[src/sct_pkg.sv]
// Package for the single channel timer register block: offsets, resets, types.
// Assumes a 32-bit APB master and one system clock.
// What this block does
// (RULE1) The counter advances once per divider input clock count of divider value plus one.
// (RULE2) The counter does not count while the wrap limit is zero.
// (RULE3) In input mode the match register holds the count latched at the last capture, or a later APB match write.
// (RULE4) In output mode the match value is compared to the count to form the channel output.
// (RULE5) With preload off a written match value affects the comparison at once.
// (RULE6) With preload on a written match value takes effect at the next update event.
// (RULE7) Route select 00 pin, 01 calendar clock, 10 crystal clock over 32, 11 main clock out.
// (RULE8) Writing the count register replaces the count and reading returns it.
package sct_pkg;
  localparam logic [7:0]  OFS_COUNT   = 8'h24;
  localparam logic [7:0]  OFS_DIVIDER = 8'h28;
  localparam logic [7:0]  OFS_WRAP    = 8'h2C;
  localparam logic [7:0]  OFS_MATCH   = 8'h34;
  localparam logic [7:0]  OFS_ROUTE   = 8'h50;
  localparam logic [7:0]  OFS_CTRL    = 8'h60;
  localparam logic [15:0] RST_COUNT   = 16'h0000;
  localparam logic [15:0] RST_DIVIDER = 16'h0000;
  localparam logic [15:0] RST_WRAP    = 16'hFFFF;
  localparam logic [15:0] RST_MATCH   = 16'h0000;
  localparam logic [1:0]  RST_ROUTE   = 2'h0;
  // Control register bit positions
  localparam int CTRL_ENABLE  = 0;
  localparam int CTRL_INPUT   = 1;
  localparam int CTRL_PRELOAD = 2;
  localparam logic [4:0] XTAL_DIV_LAST = 5'h1F;
  typedef struct packed {
    logic enable;
    logic inputMode;
    logic preload;
  } sct_ctrl_t;
endpackage

[src/sct_timer.sv]
// Single channel 16-bit timer with APB register access.
// Assumes clocks on route inputs are asynchronous and are synchronised here.
`timescale 1ns/1ps
`default_nettype none
module sct_timer
  import sct_pkg::*;
(
  input  wire logic        clk_sys,
  input  wire logic        rstn,
  input  wire logic        clkEn,
  input  wire logic        psel,
  input  wire logic        penable,
  input  wire logic        pwrite,
  input  wire logic [7:0]  paddr,
  input  wire logic [31:0] pwdata,
  output logic      [31:0] prdata,
  output logic             pready,
  output logic             pslverr,
  input  wire logic        chanPin,
  input  wire logic        calendarClock,
  input  wire logic        externalCrystalClock,
  input  wire logic        mainClockOut,
  output logic             channelOneOutput
);
  logic [15:0] countValue_r, countValue_nxt;
  logic [15:0] divider_r, divider_nxt, divShadow_r, divShadow_nxt;
  logic [15:0] preCnt_r, preCnt_nxt;
  logic [15:0] wrapLimit_r, wrapLimit_nxt;
  logic [15:0] matchValue_r, matchValue_nxt, matchActive_r, matchActive_nxt;
  logic [1:0]  route_r, route_nxt;
  sct_ctrl_t   ctrl_r, ctrl_nxt;
  logic [31:0] prdata_nxt;
  logic        pslverr_nxt, chOut_nxt;
  logic [3:0]  sync1_r, sync2_r;
  logic [4:0]  xtalDiv_r, xtalDiv_nxt;
  logic        xtalPrev_r, xtalOut_r, xtalOut_nxt;
  logic        capPrev_r, capPrev_nxt;
  logic        capIn, capEdge, tick, update, wrEn, hit;

  function automatic logic isAddr(input logic [7:0] a, input logic [7:0] ofs);
    isAddr = (a == ofs);
  endfunction

  // Two-flop synchronisers on the four route inputs
  always_ff @(posedge clk_sys)
  begin
    if (!rstn)
    begin
      sync1_r <= 4'h0;
      sync2_r <= 4'h0;
    end
    else if (clkEn)
    begin
      sync1_r <= {mainClockOut, externalCrystalClock, calendarClock, chanPin};
      sync2_r <= sync1_r;
    end
  end

  // Crystal clock divided by 32 (toggle every 16 rising edges)
  always_comb
  begin
    xtalDiv_nxt = xtalDiv_r;
    xtalOut_nxt = xtalOut_r;
    if (sync2_r[2] && !xtalPrev_r)
    begin
      xtalDiv_nxt = xtalDiv_r + 5'h01;
      if (xtalDiv_r[3:0] == XTAL_DIV_LAST[3:0])
        xtalOut_nxt = !xtalOut_r;
    end
  end

  // Input route select
  always_comb
  begin
    unique case (route_r)  // RULE7
      2'h0: capIn = sync2_r[0];
      2'h1: capIn = sync2_r[1];
      2'h2: capIn = xtalOut_r;
      2'h3: capIn = sync2_r[3];
    endcase
  end

  assign capEdge = capIn && !capPrev_r;
  assign capPrev_nxt = capIn;
  assign wrEn = psel && penable && pwrite;
  assign tick = ctrl_r.enable && (wrapLimit_r != 16'h0000) && (preCnt_r == divShadow_r); // RULE2
  assign update = tick && (countValue_r == wrapLimit_r);
  assign hit = (countValue_r < matchActive_r);

  // Timebase, match and register next values
  always_comb
  begin
    countValue_nxt  = countValue_r;
    divider_nxt     = divider_r;
    divShadow_nxt   = divShadow_r;
    preCnt_nxt      = preCnt_r;
    wrapLimit_nxt   = wrapLimit_r;
    matchValue_nxt  = matchValue_r;
    matchActive_nxt = matchActive_r;
    route_nxt       = route_r;
    ctrl_nxt        = ctrl_r;
    // Prescaler divides by divider plus one
    if (ctrl_r.enable && (wrapLimit_r != 16'h0000)) // RULE2
      preCnt_nxt = tick ? 16'h0000 : preCnt_r + 16'h0001; // RULE1
    if (tick)
      countValue_nxt = update ? 16'h0000 : countValue_r + 16'h0001; // RULE1
    if (update)
    begin
      divShadow_nxt = divider_r;
      if (ctrl_r.preload)
        matchActive_nxt = matchValue_r; // RULE6
    end
    if (ctrl_r.inputMode && capEdge)
    begin
      matchValue_nxt  = countValue_r; // RULE3
      matchActive_nxt = countValue_r;
    end
    if (wrEn)
    begin
      if (isAddr(paddr, OFS_COUNT))
        countValue_nxt = pwdata[15:0]; // RULE8
      if (isAddr(paddr, OFS_DIVIDER))
        divider_nxt = pwdata[15:0];
      if (isAddr(paddr, OFS_WRAP))
        wrapLimit_nxt = pwdata[15:0];
      if (isAddr(paddr, OFS_MATCH) && !(ctrl_r.inputMode && capEdge))
      begin
        matchValue_nxt = pwdata[15:0];
        if (!ctrl_r.preload)
          matchActive_nxt = pwdata[15:0]; // RULE5
      end
      if (isAddr(paddr, OFS_ROUTE))
        route_nxt = pwdata[1:0];
      if (isAddr(paddr, OFS_CTRL))
      begin
        ctrl_nxt.enable    = pwdata[CTRL_ENABLE];
        ctrl_nxt.inputMode = pwdata[CTRL_INPUT];
        ctrl_nxt.preload   = pwdata[CTRL_PRELOAD];
      end
    end
    chOut_nxt = !ctrl_r.inputMode && hit; // RULE4
  end

  // Read mux and error answer
  always_comb
  begin
    prdata_nxt  = 32'h0000_0000;
    pslverr_nxt = 1'b0;
    if (psel && !penable)
    begin
      unique case (paddr)
        OFS_COUNT:   prdata_nxt = {16'h0000, countValue_r}; // RULE8
        OFS_DIVIDER: prdata_nxt = {16'h0000, divider_r};
        OFS_WRAP:    prdata_nxt = {16'h0000, wrapLimit_r};
        OFS_MATCH:   prdata_nxt = {16'h0000, matchValue_r};
        OFS_ROUTE:   prdata_nxt = {30'h0000_0000, route_r};
        OFS_CTRL:    prdata_nxt = {29'h0000_0000, ctrl_r.preload, ctrl_r.inputMode,
                                   ctrl_r.enable};
        default:     pslverr_nxt = 1'b1;
      endcase
    end
  end

  // State registers
  always_ff @(posedge clk_sys)
  begin
    if (!rstn)
    begin
      countValue_r     <= RST_COUNT;
      divider_r        <= RST_DIVIDER;
      divShadow_r      <= RST_DIVIDER;
      preCnt_r         <= 16'h0000;
      wrapLimit_r      <= RST_WRAP;
      matchValue_r     <= RST_MATCH;
      matchActive_r    <= RST_MATCH;
      route_r          <= RST_ROUTE;
      ctrl_r           <= '0;
      xtalDiv_r        <= 5'h00;
      xtalPrev_r       <= 1'b0;
      xtalOut_r        <= 1'b0;
      capPrev_r        <= 1'b0;
      prdata           <= 32'h0000_0000;
      pready           <= 1'b0;
      pslverr          <= 1'b0;
      channelOneOutput <= 1'b0;
    end
    else if (clkEn)
    begin
      countValue_r     <= countValue_nxt;
      divider_r        <= divider_nxt;
      divShadow_r      <= divShadow_nxt;
      preCnt_r         <= preCnt_nxt;
      wrapLimit_r      <= wrapLimit_nxt;
      matchValue_r     <= matchValue_nxt;
      matchActive_r    <= matchActive_nxt;
      route_r          <= route_nxt;
      ctrl_r           <= ctrl_nxt;
      xtalDiv_r        <= xtalDiv_nxt;
      xtalPrev_r       <= sync2_r[2];
      xtalOut_r        <= xtalOut_nxt;
      capPrev_r        <= capPrev_nxt;
      if (psel && !penable)
      begin
        prdata  <= prdata_nxt;
        pslverr <= pslverr_nxt;
      end
      pready           <= psel && !penable;
      channelOneOutput <= chOut_nxt;
    end
  end

  // Checks
  chk_wrap_hold: assert property (@(posedge clk_sys) disable iff (!rstn) // RULE2
    (clkEn && wrapLimit_r == 16'h0000 && !wrEn) |=> $stable(countValue_r))
    else $error("count moved with zero wrap limit");
  chk_tick_rate: assert property (@(posedge clk_sys) disable iff (!rstn) // RULE1
    (clkEn && tick) |-> (preCnt_r == divShadow_r))
    else $error("tick without full prescale");
  chk_count_step: assert property (@(posedge clk_sys) disable iff (!rstn) // RULE1
    (clkEn && tick && !update && !wrEn) |=> countValue_r == $past(countValue_r) + 16'h0001)
    else $error("count did not step");
  chk_capture_latch: assert property (@(posedge clk_sys) disable iff (!rstn) // RULE3
    (clkEn && ctrl_r.inputMode && capEdge) |=> matchValue_r == $past(countValue_r))
    else $error("capture value wrong");
  chk_output_cmp: assert property (@(posedge clk_sys) disable iff (!rstn) // RULE4
    (clkEn && !ctrl_r.inputMode) |=> channelOneOutput == $past(hit))
    else $error("channel output mismatch");
  chk_direct_match: assert property (@(posedge clk_sys) disable iff (!rstn) // RULE5
    (clkEn && wrEn && paddr == OFS_MATCH && !ctrl_r.preload && !ctrl_r.inputMode)
    |=> matchActive_r == $past(pwdata[15:0]))
    else $error("direct match not applied");
  chk_preload_hold: assert property (@(posedge clk_sys) disable iff (!rstn) // RULE6
    (clkEn && ctrl_r.preload && !update && !(ctrl_r.inputMode && capEdge))
    |=> $stable(matchActive_r))
    else $error("preloaded match changed early");
  chk_count_write: assert property (@(posedge clk_sys) disable iff (!rstn) // RULE8
    (clkEn && wrEn && paddr == OFS_COUNT) |=> countValue_r == $past(pwdata[15:0]))
    else $error("count write lost");
  chk_route_pin: assert property (@(posedge clk_sys) disable iff (!rstn) // RULE7
    (route_r == 2'h0) |-> capIn == sync2_r[0])
    else $error("route select wrong");
endmodule
`default_nettype wire

[config.mk]
export PLATFORM = sky130hd
export DESIGN_NAME = sct_timer
export DESIGN_NICKNAME = d
export VERILOG_FILES = /design/src/sct_pkg.sv /design/src/sct_timer.sv
export SDC_FILE = /design/constraint.sdc
export NUM_CORES = 1
export LEC_CHECK = 0
export ABC_AREA = 1
export ABC_CLOCK_PERIOD_IN_PS = 1600
export BUFFER_PORTS_ARGS = -buffer_cell sky130_fd_sc_hd__buf_2
export CELL_PAD_IN_SITES_DETAIL_PLACEMENT = 0
export CELL_PAD_IN_SITES_GLOBAL_PLACEMENT = 1
export CORE_MARGIN = 4
export CORE_UTILIZATION = 38
export DETAILED_ROUTE_END_ITERATION = 8
export MAX_ROUTING_LAYER = met4
export PLACE_DENSITY = 0.74
export SYNTH_ARGS = -nofsm -noshare
export SYNTH_HDL_FRONTEND = slang
export SYNTH_SLANG_ARGS = --single-unit
[constraint.sdc]
create_clock -name clk_sys -period 1.6 [get_ports clk_sys]
set_input_delay 0.16 -clock clk_sys [delete_from_list [all_inputs] [get_ports clk_sys]]
set_output_delay 0.16 -clock clk_sys [all_outputs]
set_load 0.005 [all_outputs]
; Word-level counts from Yosys, hierarchy flattened
; Cells that the tools add are included.
; W data, S select, Z words.
[word_totals]
mem_bits_rw = 0
output_inout_bits = 35
romBits = 0
reg_bits = 168
latch_bits = 0
n_memories = 0
[op_classes]
eq_ne = 12
n_reduce_logical = 29
n_bitwise = 0
n_addsub = 3
mux = 17
shifts = 0
n_div = 0
n_mul = 0
n_lt_le_gt_ge = 1
[ops]
columns = operator, count
row1 = $mux W16, 14
row2 = $pmux W16 S6, 1
row3 = $add A16 B1 Y16 const B, 2
row4 = $eq A16 B16 Y1, 2
row5 = $eq A8 B6 Y1 const B, 4
row6 = $eq A8 B7 Y1 const B, 2
row7 = $lt A16 B16 Y1, 1
row8 = $reduce_bool A16 Y1, 1
row9 = $reduce_and A3 Y1, 5
row10 = $logic_and A1 B1 Y1, 11
row11 = $reduce_and A2 Y1, 4
row12 = $logic_not A1 Y1, 6
row13 = $reduce_or A6 Y1, 1
row14 = $add A5 B1 Y5 const B, 1
row15 = $eq A2 B2 Y1 const B, 2
row16 = $eq A4 B4 Y1 const B, 1
row17 = $pmux W1 S4, 1
row18 = $eq A2 B1 Y1 const B, 1
row19 = $logic_not A2 Y1, 1
row20 = $mux W1, 1

; Depth between registers and ports, before layout
; Gate-level depths: netlist of run 1.
[depth]
word_depth = 9
mapped_depth = 14
mapped_depth_nobuf = 13

; Least setup slack after synthesis of run 1
; OpenSTA, ideal clock, no wires.
[synth_timing]
kind = flip-flop to flip-flop
start = register countValue_r[0]
end = register divShadow_r[10]
synth_period_minus_slack_ps = 1695
n_path_buf = 2
t_required_ps = 1484
slack_ps = -95
setup_time_ps = 116
stages_incl_launch_ff = 12
t_arrival_ps = 1579
cell_sequence = dfxtp_1 > buf_2 > xnor2_1 > nand2_1 > nor2_1 > nand2_1 > nor2_4 > and2b_4 > nand2_4 > buf_6 > o21ai_1 > a21oi_1
[synth_via]
elab_chain_cells = 3
[synth_lines]
columns = item, line_no
row1 = "start, declared", sct_timer.sv:25  ; logic [15:0] countValue_r, countValue_nxt;
row2 = "start signal, assigned", sct_timer.sv:189  ; countValue_r <= countValue_nxt;
row3 = $eq A16 B16 Y1, sct_timer.sv:87  ; assign update = tick && (countValue_r == wrapLimit_r);
row4 = $logic_and A1 B1 Y1, sct_timer.sv:87
row5 = $reduce_and A2 Y1 (no line), n/a
row6 = "end signal, assigned", sct_timer.sv:191  ; divShadow_r <= divShadow_nxt;
row7 = "end, declared", sct_timer.sv:26  ; logic [15:0] divider_r, divider_nxt, divShadow_r, divShadow_nxt;
; Every way passes these cells.
; A chain may end at the register's enable or synchronous reset.

; Final worst setup path of run 1
[layout_timing]
start = register preCnt_r[14]
end = register countValue_r[12]
[layout_via]
elab_chain_cells = 7
[layout_lines]
columns = item, line_no
row1 = "start, declared", sct_timer.sv:27  ; logic [15:0] preCnt_r, preCnt_nxt;
row2 = "start signal, assigned", sct_timer.sv:192  ; preCnt_r <= preCnt_nxt;
row3 = $eq A16 B16 Y1 *, sct_timer.sv:86  ; assign tick = ctrl_r.enable && (wrapLimit_r != 16'h0000) && (preCnt_r == divShadow_r);
row4 = $logic_and A1 B1 Y1 *, sct_timer.sv:86
row5 = $logic_and A1 B1 Y1, sct_timer.sv:87
row6 = $mux W16, sct_timer.sv:106  ; countValue_nxt = update ? 16'h0000 : countValue_r + 16'h0001;
row7 = $mux W16 *, sct_timer.sv:105  ; if (tick)
row8 = $mux W16, sct_timer.sv:120  ; if (isAddr(paddr, OFS_COUNT))
row9 = $mux W16 *, sct_timer.sv:118  ; if (wrEn)
; Every way passes the cells marked *; elsewhere a longest branch is shown, timed or not.

==> reports/results.ini, run 1 <==
[final_layout]
syn2layout_area_growth_pct=48.5
diodes=0
multiInputGateArea_sq_um=5640
regArea_sq_um=3090
fin_cells=1823
drive_gt1_share_pct=36.9
fill_cells=2058
finalNetCount=1598

[power_and_ir_drop]
power_leakage_uw=0.00570
p_per_area_nw_per_um2=701
peakVddDrop_uv=444

[status]
violations=setup timing
status=complete, but fails checks

[timing]
slew_viol_final=0
hold_slack_ns=0.0456
finalHoldViolCount=0
worst_slew_pin_slew_ns=0.557
min_period_over_period_pct=119
skew_ns=0.0109
report.final.setup_viol=78
rsz0062_at_grt=yes
timing.final.ws_setup_ns=-0.308
fmax_ghz=0.524
fin_crit_ns=1.91
slew_headroom_pct=62.7
fin_setup_tns_ns=-14.26

[floorplan]
core-area_sq_um=22000
die_w_microns=158
die-area_sq_um=25000
num_io_pins=85
initial_core_util_pct=38.9
die_y_microns=158
rows=54

[synth]
synth_seq_area_share_pct=35.4
syn_inst=1290
syn_area_sq_um=8550
synth.distinct_cells=47
synth-seq-cells=151
syn_avg_cell_area_sq_um=6.63
async_flop_share_pct=0
synth_warnings=0
synth_top_flop_cell=dfxtp_1
synth-edff-count=0

[clocking]
tritoncts=yes
clkLatencyLatePin_ns=0.43
numCtsBuffers=17
cts_num_sinks=151
ctsLongestPathBuffers=2
root_buffer=clkbuf_16
htreeDepth=4
cts.clk_slew.worst_paths_ns=0.06

[setup_path]
cp.required_ns=1.92
cp-end-kind=register
path_class=register to register
setup.worst_path.start_class=register
cp.arrival_ns=2.23
cp_max_fo=7

[routing]
drt-total-wl_mm=30.3
wl_per_cell_microns=16.6
ant_nets=0
first_iter_violations=703
viasPerCell=5.13
drc=0
drt_first_pass_iters=5
vias=9343

[global_routing]
antenna_found_initial=0
grt_usage_pct=24.2
grt_pass1_vias=8837
grt_pass1_wl_mm=46.4
grt_max_degree=64
grt-ovfl-total=0

[place]
dp_hpwl_mm=20.8
dp_slack_ns=-0.377
dp.cells=1743
gp_congestion=0.907
port_buffers=52

[flow_run]
cap_viol_max_count=0

[worst_hold_path]
hp-class=input pin to register

critical path: stages (launching register included):
cell and delay [ns]:
dfxtp_1 0.33, xor2_1 0.16, nor2_1 0.10, nand2_1 0.11
nor2_4 0.18, nand3_2 0.11, and2b_4 0.38, buf_12 0.14
nor2_4 0.06, nand2_1 0.09, inv_1 0.04, nand2_1 0.05
a21oi_1 0.05
where the power goes:
part | internal (uW) | switching, uW
Clock | 2530 | 1700
Combinational | 318 | 498
Sequential | 3800 | 42.6
Total | 6650 | 2240
stage by stage:
stage	utilization, %	power [uW]	area (sq um)
detailed placement	47.1	4600	10300
global route	57.8	9190	12700
CTS	54.3	8870	11900
floorplan	-	4300	8690
global placement	47.1	4600	10300
finish	57.8	8890	12700
final cells by class:
cell class                 count  share of cell area, %
multi-input combinational    926                   44.4
timing repair buffer         279                   18.8
clock buffer                  20                   3.60
clock inverter                12                   1.19
tap                          280                   2.76
sequential                   151                   24.4
inverter                     155                   4.80
flip-flops by register name, indices dropped and copies added, names as in the netlist, 2 cells and up:
| register | cells |
|---|---|
| matchActive_r | 16 |
| sync1_r | 4 |
| countValue_r | 16 |
| route_r | 2 |
| matchValue_r | 16 |
| prdata | 16 |
| preCnt_r | 16 |
| sync2_r | 4 |
| divider_r | 16 |
| wrapLimit_r | 16 |
| xtalDiv_r | 4 |
| divShadow_r | 16 |
| ctrl_r | 3 |
per-layer routing:
layer | share of wire [%] | wire length, microns | GRT usage (%)
met1 | 45 | 13500 | 31.1
met2 | 49 | 14900 | 39.8
met3 | 4.4 | 1340 | 3.36
met4 | 1.6 | 474 | 7.03
met5 | 0 | 0 | -
layout by cell type (no fill, tap or decap), types with 7 or more instances in the layout:
cell type	n
a21oi_1	104
a21oi_2	40
a31o_4	10
buf_12	19
buf_2	52
buf_4	166
buf_6	34
clkbuf_16	18
conb_1	16
dfxtp_1	110
dfxtp_2	34
dfxtp_4	7
ha_1	15
inv_1	130
inv_2	19
nand2_1	307
nand2_2	20
nand2_4	16
nand3_1	39
nand3_2	16
nand3b_1	17
nand4_1	24
nor2_1	58
nor2_2	14
nor2_4	15
nor3_1	13
o211ai_1	11
o21ai_0	83
o21ai_1	8
o21ai_2	19
o21ai_4	7
o22ai_1	11
xor2_1	8
final timing paths:
kind / from / depth (start not counted) / slack, ns / endpoint
setup / recovery: preCnt_r[14] / 12 / -0.31 / countValue_r[12]
hold / removal: pwdata[6] / 3 / 0.05 / wrapLimit_r[6]
setup reg to reg: preCnt_r[14] / 12 / -0.31 / countValue_r[12]
hold reg to reg: prdata[14] / 2 / 0.46 / prdata[14]
Yosys cell counts (3+ instances only):
library cell    n  area (sq um)
a21oi_1       144           721
a22o_1          3          26.3
a31o_2         12           105
buf_2          19          95.1
buf_4          18           135
buf_6           5          56.3
clkbuf_1       34           128
dfxtp_1       151          3020
ha_1           18           225
inv_1         142           533
inv_2          11          41.3
nand2_1       341          1280
nand2_2         3          18.8
nand3_1        56           280
nand3b_1       17           128
nand4_1        24           150
nor2_1         79           297
nor2_2          4          25.0
nor2_4          3          33.8
nor3_1         20           100
nor3b_1         4          30.0
o211ai_1       11          82.6
o21ai_0       103           515
o21ai_1        14          70.1
o22ai_1        11          68.8
xnor2_1        10          87.6
xor2_1          8          70.1
kinds of logic (layout without fill, tap and decap cells):
| group | count (synthesis) | in the layout | synth area share [%] |
|---|---|---|---|
| flops | 151 | 151 | 35.4 |
| simple gates | 562 | 567 | 28.9 |
| other cells | 1 | 16 | 0.0439 |
| xor+xnor | 18 | 18 | 1.84 |
| buf+inv | 233 | 466 | 11.8 |
| compound gates | 307 | 307 | 19.5 |
| fa+ha+maj | 18 | 18 | 2.63 |
timing repair:
item                                   in CTS  in global routing
hold buffers                                4                  0
pin swaps                                  42                 98
setup buffers                              33                 13
resized for setup                         159                177
setup endpoints to repair                  81                 83
endpoints found under the hold margin       4                  0
cloned                                      5                  3
(Power assumes the default switching activity.)
==> run 2: changes to the inputs <==
--- a/config.mk
+++ b/config.mk
@@ -6,15 +6,15 @@
 export NUM_CORES = 1
 export LEC_CHECK = 0
 export ABC_AREA = 1
-export ABC_CLOCK_PERIOD_IN_PS = 1600
+export ABC_CLOCK_PERIOD_IN_PS = 1930
 export BUFFER_PORTS_ARGS = -buffer_cell sky130_fd_sc_hd__buf_2
 export CELL_PAD_IN_SITES_DETAIL_PLACEMENT = 0
 export CELL_PAD_IN_SITES_GLOBAL_PLACEMENT = 1
 export CORE_MARGIN = 4
-export CORE_UTILIZATION = 38
+export CORE_UTILIZATION = 43
 export DETAILED_ROUTE_END_ITERATION = 8
 export MAX_ROUTING_LAYER = met4
-export PLACE_DENSITY = 0.74
+export PLACE_DENSITY = 0.79
 export SYNTH_ARGS = -nofsm -noshare
 export SYNTH_HDL_FRONTEND = slang
 export SYNTH_SLANG_ARGS = --single-unit
==> constraint.sdc (replaced) <==
create_clock -name clk_sys -period 1.93 [get_ports clk_sys]
set_input_delay 0.193 -clock clk_sys [delete_from_list [all_inputs] [get_ports clk_sys]]
set_output_delay 0.193 -clock clk_sys [all_outputs]
set_load 0.1 [all_outputs]
==> reports/results.ini, run 2 (synthesis gave the netlist of run 1 again) <==
[status]
status=finished, final reports clean

[setup_path]
cp_max_fo=10
r2r-start=divShadow_r[15]
reg2regPathDepth=12
r2r_slack_ns=0.01
startpoint=divShadow_r[15]
cp.arrival_ns=2.29
setup.worst_path.start_class=register
cp-end-kind=register
cp.required_ns=2.30
r2r_end=divShadow_r[9]
path_class=register to register

[global_routing]
grt_busiest_layer=met2
use_met2_pct=39.3
grt_max_degree=64
grt_pass1_vias=8060
grt_usage_pct=24.7
met3_usage_pct=4.44
antenna_found_initial=0
grt-ovfl-total=0
grt_pass1_wl_mm=42.4
use_met1_pct=32.7

[floorplan]
die_y_microns=149
rows=51
core-area_sq_um=19500
initial_core_util_pct=43.8
die-area_sq_um=22200
die_w_microns=149
num_io_pins=85

[timing]
worst_slew_pin_slew_ns=0.602
fmax_ghz=0.521
finalHoldViolCount=0
rsz0062_at_grt=yes
skew_ns=0.0110
min_period_over_period_pct=99.5
fin_setup_tns_ns=0
slew_headroom_pct=59.8
report.final.setup_viol=0
fin_crit_ns=1.92
hold_slack_ns=0.0529
slew_viol_final=0

[routing]
drt-total-wl_mm=27.3
drc=0
vias=8819
drt_first_pass_iters=6
wl_per_cell_microns=16.1
ant_nets=0
first_iter_violations=678
viasPerCell=5.20

[place]
gp_congestion=0.884
dp_hpwl_mm=19.1
port_buffers=52

[clocking]
htreeDepth=4
ctsLongestPathBuffers=2
clkLatencyLatePin_ns=0.43
cts_num_sinks=151
numCtsBuffers=17
tritoncts=yes
cts.clk_slew.worst_paths_ns=0.07
root_buffer=clkbuf_16

[final_layout]
multiInputGateArea_sq_um=4900
regArea_sq_um=3060
diodes=0
drive_gt1_share_pct=22.4
syn2layout_area_growth_pct=26.6
finalNetCount=1487
fill_cells=1973
final_common_cell=nand2_1
mostFrequentLayoutCells=331 x nand2_1, 140 x inv_1, 134 x a21oi_1, 126 x dfxtp_1, 93 x o21ai_0
final_util_pct=55.4

[power_and_ir_drop]
p_per_area_nw_per_um2=669
swShare_pct=27.8
peakVddDrop_uv=593
power.share.clock_pct=46.2
p_switching_uw=2010
seqPwrFrac_pct=44.0
intPower_uw=5230
p_comb_share_pct=9.8
power_leakage_uw=0.00474

[worst_hold_path]
min_to=wrapLimit_r[13]
hold_start=pwdata[13]
hp-class=input pin to register
holdPathStages=3

[flow_run]
cap_viol_max_count=0

run 2: cell types whose count changed in the layout (fill, tap and decap cells not counted), moves of 11 or more:
cell / change
a21oi_1: +30
buf_6: -26
nand2_2: -12
dfxtp_1: +16
nand2_1: +24
a21oi_2: -29
buf_4: -74
nand2_4: -11
nor2_1: +13
run 2: area by class of cell:
class,count,share of cell area [%]
clock buffer,19,4.19
sequential,151,28.2
timing repair buffer,170,12.5
inverter,155,5.47
tap,265,3.06
multi-input combinational,924,45.3
clock inverter,13,1.26
run 2: power groups by stage:
stage                     Sequential [uW]  Clock, uW  Combinational [uW]
final                                3180       3350                 710
after global routing                 3190       3550                 770
after detailed placement             3250          0                 674
after CTS                            3180       3410                 683
after floorplan                      3290          0                 430
after global placement               3250          0                 670
run 2: how the worst max path moves through the flow:
stage / cells past startpoint / endpoint
2_1_floorplan: 11 / divShadow_r[10]
3_3_place_gp: 13 / countValue_r[8]
3_5_place_dp: 13 / countValue_r[8]
4_1_cts: 13 / matchActive_r[4]
5_1_grt: 12 / divShadow_r[6]
6_report: 12 / divShadow_r[9]
run 2: stage by stage:
stage / instances / area [sq um] / worst slack (ns) / power (uW)
after floorplan: 1305 / 8600 / 0.235 / 3720
after global placement: 1648 / 9620 / -0.0654 / 3920
after detailed placement: 1648 / 9620 / -0.0813 / 3930
after CTS: 1684 / 10300 / 0.00451 / 7270
after global routing: 1697 / 10800 / -0.101 / 7510
final: 1697 / 10800 / 0.00951 / 7240
run 2: critical path, stage by stage, from the launching register on:
cell and delay [ns]:
dfxtp_1 0.34, inv_1 0.07, nand2_1 0.06, nand2_1 0.06
nor2_1 0.13, nand2_2 0.08, nor2_4 0.16, nand3_2 0.12
and2b_4 0.35, buf_12 0.14, nand2_8 0.08, buf_6 0.15
a21oi_1 0.12
run 2: timing repair:
action	CTS	global route
resized for setup	9	117
hold endpoints to repair	4	0
cloned	0	4
hold buffers	4	0
buffers inserted	0	11
pin swaps	0	27
setup endpoints to repair	44	71
run 2: per-layer routing:
layer / routed length, microns / share of wire [%]
met2: 13100 / 48
met1: 12100 / 44
met3: 1760 / 6.4
met5: 0 / 0
met4: 354 / 1.3
